File: src/common/acc_pkg.sv
// Constants, field positions and types of the analog comparator control block
package acc_pkg;
  // Number of comparator units and register address width
  localparam int ACC_UNITS = 3;
  localparam int ACC_AW = 8;
  localparam int ACC_SYNC_STAGES = 2;
  // Register byte offsets; each unit's control word sits one stride apart
  localparam logic [7:0] ACC_CTRL_BASE = 8'h00;
  localparam logic [7:0] ACC_CTRL_STRIDE = 8'h10;
  localparam logic [7:0] ACC_STAT_OFS = 8'h60;
  // Alias selector sits in address bits 3:2 (plain, clear, set, invert)
  typedef enum logic [1:0] {
    ACC_OP_WRITE = 2'b00,
    ACC_OP_CLR = 2'b01,
    ACC_OP_SET = 2'b10,
    ACC_OP_INV = 2'b11
  } acc_op_e;
  // Interrupt edge selection codes
  typedef enum logic [1:0] {
    ACC_EDGE_NONE = 2'b00,
    ACC_EDGE_RISE = 2'b01,
    ACC_EDGE_FALL = 2'b10,
    ACC_EDGE_BOTH = 2'b11
  } acc_edge_e;
  // Control register field positions
  localparam int ACC_ON_BIT = 15;
  localparam int ACC_OE_BIT = 14;
  localparam int ACC_INV_BIT = 13;
  localparam int ACC_RES_BIT = 8;
  localparam int ACC_EDGE_LO = 6;
  localparam int ACC_POS_BIT = 4;
  localparam int ACC_NEG_LO = 0;
  // Status register field positions
  localparam int ACC_STOP_IN_IDLE_BIT = 13;
  localparam int ACC_STAT_RES_LO = 0;
  // Reset values and writable masks
  localparam logic [15:0] ACC_CTRL_RST = 16'h00c3;
  localparam logic [15:0] ACC_CTRL_WMASK = 16'he0d3;
  localparam logic ACC_STOP_IN_IDLE_RST = 1'b0;
endpackage

File: src/common/acc_unit_if.sv
// Connection between the register core and one comparator unit
interface acc_unit_if;
  logic enable;
  logic invert;
  logic [1:0] edge_sel;
  logic raw;
  logic level;
  logic edge_evt;
  modport ctl (
    output enable, invert, edge_sel, raw,
    input level, edge_evt
  );
  modport unit (
    input enable, invert, edge_sel, raw,
    output level, edge_evt
  );
endinterface

File: src/core/acc_top.sv
// Register core of the analog comparator control block
//
// Behaviour
// [RULE1] Setting the enable bit turns the unit on, other fields kept.
// [RULE2] Clearing the enable bit stops the unit, other fields kept.
// [RULE3] Drive enable bit set puts the result on the unit's pin.
// [RULE4] Invert bit set inverts the result before any use.
// [RULE5] Inversion also feeds the edge detector, so edges swap.
// [RULE6] Read-only result bit shows the current level; writes ignored.
// [RULE7] Edge select 00 gives no event, 01 gives rising events.
// [RULE8] Edge select 10 gives falling events, 11 gives both.
// [RULE9] Positive select 1 picks ladder reference, 0 picks pin A.
// [RULE10] Negative select picks pin B, C, D or absolute reference.
// [RULE11] Unimplemented bits read zero and ignore writes.
// [RULE12] Stop-in-idle bit set disables all units during idle.
// [RULE13] Status low bits show unit 3, 2, 1 levels high to low.
// [RULE14] Software avoids register access right after clearing enable.
// [RULE15] Three independent units, own control words, shared status.
// [RULE16] Clear, set and invert aliases at plus 4, 8 and 12.
// [RULE17] Comparator outputs are synchronised before any use.
//
// Our own choices: the register offsets and the address-and-strobe port.
module acc_top
  import acc_pkg::*;
#(
  parameter int N_UNITS = ACC_UNITS
) (
  input wire logic clk, // Bus clock, 10 MHz
  input wire logic rst_b, // Synchronous reset, active low
  input wire logic [ACC_AW-1:0] addr, // Byte address
  input wire logic [31:0] wdata, // Write data
  input wire logic wr_en, // Write strobe
  input wire logic rd_en, // Read strobe
  output logic [31:0] rdata, // Read data, cycle after strobe
  input wire logic idle_mode, // Device idle state
  input wire logic [N_UNITS-1:0] comparator_raw, // Analog outputs
  output logic [N_UNITS-1:0] unit_power_on, // Analog enable
  output logic [N_UNITS-1:0] positive_input_select, // 1 = ladder
  output logic [2*N_UNITS-1:0] negative_input_select, // Mux code
  output logic [N_UNITS-1:0] result_output_pin, // Pin level
  output logic [N_UNITS-1:0] result_output_pin_oe, // Pin drive
  output logic [N_UNITS-1:0] irq_event // Edge event pulse
);
  // Status layout has room for exactly three units
  if (N_UNITS != ACC_UNITS) begin : g_bad_units
    $error("acc_top: N_UNITS must be 3");
  end

  logic [15:0] ctrl_reg [N_UNITS];
  logic stop_in_idle_reg;
  logic [31:0] rdata_reg;
  logic [N_UNITS-1:0] on_reg;
  logic [N_UNITS-1:0] level;
  logic [N_UNITS-1:0] evt;
  logic word_ok;
  logic [3:0] reg_idx;
  acc_op_e op;
  logic stat_hit;
  logic stop_in_idle_next;
  logic [15:0] stat_word;

  // Address decode shared by reads and writes
  assign word_ok = (addr[1:0] == 2'b00);
  assign reg_idx = addr[7:4];
  assign op = acc_op_e'(addr[3:2]);
  assign stat_hit = word_ok &&
    ((addr & ~8'h0c) == ACC_STAT_OFS);

  // Plain write or alias; only bits written as one change on aliases
  function automatic logic [15:0] acc_apply(
    input logic [15:0] old,
    input logic [15:0] w,
    input acc_op_e o,
    input logic [15:0] mask
  );
    logic [15:0] res;
    res = old;
    case (o)
      ACC_OP_WRITE: res = w;
      ACC_OP_CLR: res = old & ~w; // [RULE16]
      ACC_OP_SET: res = old | w; // [RULE16]
      ACC_OP_INV: res = old ^ w; // [RULE16]
      default: res = old;
    endcase
    return res & mask; // [RULE11]
  endfunction

  // Per-unit control word, unit logic and pin mapping
  for (genvar i = 0; i < N_UNITS; i++) begin : g_unit
    acc_unit_if uif ();
    logic sel;

    assign sel = word_ok && (reg_idx == 4'(i)) &&
      (addr[7:4] == 4'((ACC_CTRL_BASE + 8'(i) * ACC_CTRL_STRIDE) >> 4));

    // Control word; enable changes alone leave other fields alone
    always_ff @(posedge clk) begin
      if (!rst_b) begin
        ctrl_reg[i] <= ACC_CTRL_RST;
      end else if (wr_en && sel) begin
        ctrl_reg[i] <= acc_apply(ctrl_reg[i], wdata[15:0], op,
          ACC_CTRL_WMASK); // [RULE1] [RULE2] [RULE6] [RULE15]
      end
    end

    // Run enable: own bit, gated by the shared idle stop
    always_ff @(posedge clk) begin
      if (!rst_b) begin
        on_reg[i] <= 1'b0;
      end else begin
        on_reg[i] <= ctrl_reg[i][ACC_ON_BIT] &
          ~(stop_in_idle_reg & idle_mode); // [RULE12]
      end
    end

    assign uif.enable = on_reg[i];
    assign uif.invert = ctrl_reg[i][ACC_INV_BIT];
    assign uif.edge_sel = ctrl_reg[i][ACC_EDGE_LO +: 2];
    assign uif.raw = comparator_raw[i];
    assign level[i] = uif.level;
    assign evt[i] = uif.edge_evt;

    acc_unit u_unit (
      .clk (clk),
      .rst_b (rst_b),
      .u (uif.unit)
    );

    // Input routing fields go straight to the analog muxes
    assign positive_input_select[i] =
      ctrl_reg[i][ACC_POS_BIT]; // [RULE9]
    assign negative_input_select[2*i +: 2] =
      ctrl_reg[i][ACC_NEG_LO +: 2]; // [RULE10]
    assign result_output_pin_oe[i] =
      ctrl_reg[i][ACC_OE_BIT]; // [RULE3]
  end

  // Pin level and events come from the unit flops
  assign result_output_pin = level; // [RULE3]
  assign irq_event = evt;
  assign unit_power_on = on_reg;

  // Shared stop-in-idle bit; aliases work here too
  always_comb begin
    stop_in_idle_next = acc_apply({2'b00, stop_in_idle_reg, 13'h0000}, wdata[15:0],
      op, 16'h2000) != 16'h0000;
  end

  always_ff @(posedge clk) begin
    if (!rst_b) begin
      stop_in_idle_reg <= ACC_STOP_IN_IDLE_RST;
    end else if (wr_en && stat_hit) begin
      stop_in_idle_reg <= stop_in_idle_next; // [RULE12]
    end
  end

  // Status word: idle stop plus the three result levels
  always_comb begin
    stat_word = 16'h0000;
    stat_word[ACC_STOP_IN_IDLE_BIT] = stop_in_idle_reg;
    stat_word[ACC_STAT_RES_LO +: ACC_UNITS] = level; // [RULE13]
  end

  // Read data register; aliases and holes read as zero
  always_ff @(posedge clk) begin
    if (!rst_b) begin
      rdata_reg <= 32'h0000_0000;
    end else if (rd_en && word_ok && op == ACC_OP_WRITE) begin
      rdata_reg <= 32'h0000_0000; // [RULE11]
      if (reg_idx < 4'(N_UNITS)) begin
        rdata_reg[15:0] <= ctrl_reg[reg_idx[1:0]] |
          (16'(level[reg_idx[1:0]]) << ACC_RES_BIT); // [RULE6]
      end else if (stat_hit) begin
        rdata_reg[15:0] <= stat_word; // [RULE13]
      end
    end else begin
      rdata_reg <= 32'h0000_0000;
    end
  end

  assign rdata = rdata_reg;

  localparam logic [7:0] A_U0 = 8'h00;
  localparam logic [7:0] A_U0_CLR = 8'h04;
  localparam logic [7:0] A_U0_SET = 8'h08;
  localparam logic [7:0] A_U0_INV = 8'h0c;
endmodule

File: src/core/acc_unit.sv
// One comparator unit: synchroniser, inversion and edge detector
module acc_unit
  import acc_pkg::*;
(
  input wire logic clk, // Bus clock
  input wire logic rst_b, // Synchronous reset, active low
  acc_unit_if.unit u // Control and result link
);
  logic [ACC_SYNC_STAGES-1:0] sync_reg;
  logic level_reg;
  logic prev_reg;
  logic live_reg;
  logic live_prev_reg;
  logic edge_reg;
  logic rise;
  logic fall;
  logic hit;

  // Two flops; the first is read only by the second
  always_ff @(posedge clk) begin
    if (!rst_b) begin
      sync_reg <= '0;
    end else begin
      sync_reg <= {sync_reg[0], u.raw}; // [RULE17]
    end
  end

  // Polarity applied once, so pin, readback and edges all agree
  always_ff @(posedge clk) begin
    if (!rst_b) begin
      level_reg <= 1'b0;
    end else if (!u.enable) begin
      level_reg <= 1'b0; // [RULE2]
    end else begin
      level_reg <= sync_reg[1] ^ u.invert; // [RULE4] [RULE5]
    end
  end

  // History of level and of enable, so a turn-on is not seen as an edge
  always_ff @(posedge clk) begin
    if (!rst_b) begin
      prev_reg <= 1'b0;
      live_reg <= 1'b0;
      live_prev_reg <= 1'b0;
    end else begin
      prev_reg <= level_reg;
      live_reg <= u.enable;
      live_prev_reg <= live_reg;
    end
  end

  // Edge select decode
  always_comb begin
    rise = level_reg & ~prev_reg;
    fall = ~level_reg & prev_reg;
    case (acc_edge_e'(u.edge_sel))
      ACC_EDGE_NONE: hit = 1'b0; // [RULE7]
      ACC_EDGE_RISE: hit = rise; // [RULE7]
      ACC_EDGE_FALL: hit = fall; // [RULE8]
      ACC_EDGE_BOTH: hit = rise | fall; // [RULE8]
      default: hit = 1'b0;
    endcase
  end

  // One-cycle event pulse
  always_ff @(posedge clk) begin
    if (!rst_b) begin
      edge_reg <= 1'b0;
    end else begin
      edge_reg <= hit & live_reg & live_prev_reg & u.enable;
    end
  end

  assign u.level = level_reg;
  assign u.edge_evt = edge_reg;
endmodule

File: config.mk
export PLATFORM = sky130hd
export DESIGN_NAME = acc_top
export DESIGN_NICKNAME = d
export VERILOG_FILES = /design/src/common/acc_pkg.sv /design/src/common/acc_unit_if.sv /design/src/core/acc_top.sv /design/src/core/acc_unit.sv
export SDC_FILE = /design/constraint.sdc
export NUM_CORES = 1
export LEC_CHECK = 0
export BUFFER_PORTS_ARGS = -buffer_cell sky130_fd_sc_hd__clkbuf_2
export CAP_MARGIN = 15
export CORE_MARGIN = 3
export CORE_UTILIZATION = 54
export DETAILED_ROUTE_END_ITERATION = 10
export MAX_ROUTING_LAYER = met4
export PLACE_DENSITY = 0.8
export SYNTH_ARGS = -nofsm -noshare
export SYNTH_HDL_FRONTEND = slang
export SYNTH_SLANG_ARGS = --single-unit
File: constraint.sdc
create_clock -name clk -period 2.7 [get_ports clk]
set_input_delay 0 -clock clk [delete_from_list [all_inputs] [get_ports clk]]
set_output_delay 0 -clock clk [all_outputs]
set_load 0.02 [all_outputs]
==> flow_summary_export.csv <==
group,metric,value,unit
sta,maxSlewHeadroom,0.576,
yosys,synth_top_family_by_area,"adder cells",
drt,wl_met2,4150,um
pwr,p_leak,2.07,nW
yosys,synthXorXnorAreaFrac,0.00647,
yosys,synth_area,0.00406,mm2
critical_path,crit_path_end_kind,"flop",
global_route,grt_pass1_wl,14100,um
die,core,0.00702,mm2
yosys,synth-adder-area-share,0.173,
die,fp.dieW,92.7,um
layout,largest_reg_flops,24,
layout,fin_util,0.628,
critical_path,r2r_end,"ctrl_reg[0][4]",
layout,finish.instance_area,0.00441,mm2
sta,fin_crit,1660,ps
yosys,synthSimpleGateAreaFrac,0.144,
yosys,synthMuxAreaShare,0.0358,
drt,top_layer_used,"met4",
place,preCtsSetupSlack,1050,ps
clock_network,clk_latency,350,ps
yosys,synth_top_area_frac,0.178,
yosys,synthDistinctLibCells,37,
min_path,hold_class,"in2reg",
layout,drive_above_1_share,0.173,
yosys,synth-compound-area-share,0.142,
global_route,grt_pass1_vias,2871,
critical_path,critPathCapture,"ctrl_reg[0][4]",
global_route,grt_overflow,0,
sta,grt_setup_unrepaired,"false",
layout,antenna_cells,0,
sta,fin_tns_setup,0,ps
die,io_pins,101,
die,placementRows,30,
critical_path,worstPathRequired,2780,ps
layout,nets,595,
clock_network,ctsResizeCount,0,
critical_path,reg2reg_slack,1040,ps
drt,initialDrtViolationCount,210,
global_route,grt_usage,0.217,
critical_path,worstRegToRegCells,4,
critical_path,cp_max_fo,4,
clock_network,numCtsBuffers,9,
yosys,syn_inst,455,
layout,layout.cells.most_common,"ha_1",
sta,fin_ws,1040,ps
critical_path,critical_path_class,"reg2reg",
die,die_h,92.7,um
yosys,yosysTopAreaCell,"edfxtp_1",
place,placed_area,0.00417,mm2
run_status,status,"completed",
die,dieArea,0.00859,mm2
critical_path,cp-startpoint,"ctrl_reg[0][4]",
drt,routed_wl,8620,um
sta,finalSetupViolations,0,
drt,via_per_inst,5.20,
critical_path,slowest_delay,460,ps
drt,route.detailed.drc,0,
sta,slew_viol_final,0,
layout,area_growth,8.60,%
place,port_buffers,54,
drt,num_vias,3079,
sta,timing.fmax,0.603,GHz
sta,skew,7.41,ps
yosys,synth.yosys.seq_area_share,0.350,
clock_network,cts_root_buffer,"clkbuf_8",
global_route,grt_max_degree,36,
clock_network,htreeDepth,3,
drt,routedWlPerCell,14.6,um
place,place.gp.congestion,0.815,
critical_path,start_kind,"flop",
die,initial_core_util,0.578,
flow_run,max_cap_violations,0,
sta,min_period_over_period,0.615,
clock_network,cts_max_path_buffers,2,
clock_network,clkSinkCount,59,
critical_path,cp.arrival,1740,ps
yosys,syn_area_per_cell,8.92,um2
drt,route.met3.wl,500,um
pwr,vdd_drop_max,0.195,mV
yosys,ys_seq_elements,59,
pwr,powerDensity,453,mW/mm2
critical_path,crit_chain,"inv_1, ha_1, mux4_2, nand2b_1",
drt,firstDrtPassIters,5,
sta,worst_slew_pin_slew,636,ps
pwr,p_total,2.00,mW
layout,layout_common_cells,"ha_1 (56), clkbuf_2 (54), inv_1 (49)",
yosys,synth_area_leaders,"edfxtp_1 (18%), dfxtp_1 (17%), ha_1 (17%)",
drt,wl_met1,3820,um
global_route,antenna_found_initial,0,
critical_path,slowest_stage,"mux4_2",
place,place_hpwl,6160,um
drt,ant_nets,0,
clock_network,tritoncts,"built",
clock_network,clkSlewWorstSetupHoldPaths,60,ps
critical_path,timing.rr.start,"ctrl_reg[0][4]",
sta,hold_viol,0,
yosys,yosys_warnings,0,
==> cell families after synthesis <==
group | Yosys count
buffers and inverters | 112
DFF | 59
and+or+nand+nor | 117
muxes | 12
xor gates and xnor gates | 3
other | 1
AOI/OAI and AO/OA | 95
adders and majority gates | 56
==> area by class of cell <==
class                           count  area (um2)
Clock inverter                      4        21.3
Clock buffer                       12         166
Tap cell                           96         120
Inverter                           49         184
Sequential cell                    59        1420
Timing Repair Buffer               67         380
Fill cell                         590        2610
Multi-Input combinational cell    305        2110
==> power breakdown <==
group	switching [mW]	internal [mW]
Combinational	0.183	0.0945
Sequential	0.0129	0.942
Clock	0.353	0.409
Total	0.549	1.45
==> worst max-delay path: cells and delay by family (launching register included) <==
kind | cells | cell delay, ps
muxes | 1 | 460
buffers and inverters | 1 | 130
adders and majority gates | 1 | 230
DFF | 1 | 410
and+or+nand+nor | 1 | 160
==> timing repair <==
item | in CTS | in global routing
hold buffers | 5 | 0
setup endpoints to repair | 0 | 0
hold endpoints to repair | 8 | 0
setup buffers | 0 | 0
==> metrics by stage <==
stage	std cells	hold WS, ps
after global placement	571	206
after CTS	592	6.32
after floorplan	476	127
after global routing	592	50.4
after detailed placement	571	211
final	592	16.2
==> routing by layer <==
layer  vias to the layer above  global-route usage
li1                       1538                   -
met1                      1424               0.268
met2                       107               0.355
met3                        10              0.0366
met4                         0              0.0879
met5                         -                   -
==> cell usage after synthesis <==
library cell and number:
buf_4 43, mux2i_1 10, nand2b_1 9, or3_4 1
o31ai_1 1, buf_1 2, nor2b_1 1, a211oi_1 16
mux4_2 2, nor3_1 1, and3_1 2, and4bb_2 1
a2111o_1 1, buf_2 10, nand4_4 1, dfxtp_1 35
clkbuf_1 7, a311oi_1 1, a21oi_1 41, xor2_1 3
nand3_1 6, a31oi_1 2, edfxtp_1 24, nor2_4 2
and2_1 18, ha_1 56, o211ai_1 14, o2111ai_1 1
conb_1 1, inv_1 49, o21ai_0 17, buf_6 1
or2_1 1, nand4_2 1, a211oi_2 1, nor2_1 35
nand2_1 38
==> worst min path at each step <==
stage                 startpoint                            to  slack (ps)  cells past startpoint
6_report                 addr[0]                      rdata[0]          20                      4
3_3_place_gp   comparator_raw[1]  g_unit[1].u_unit.sync_reg[0]         210                      2
4_1_cts                  addr[0]                      rdata[0]           6                      4
5_1_grt                  addr[0]                      rdata[2]          50                      4
3_5_place_dp   comparator_raw[1]  g_unit[1].u_unit.sync_reg[0]         210                      2
2_1_floorplan  comparator_raw[0]  g_unit[0].u_unit.sync_reg[0]         130                      1
No activity file was read; power rests on OpenSTA's default activity.
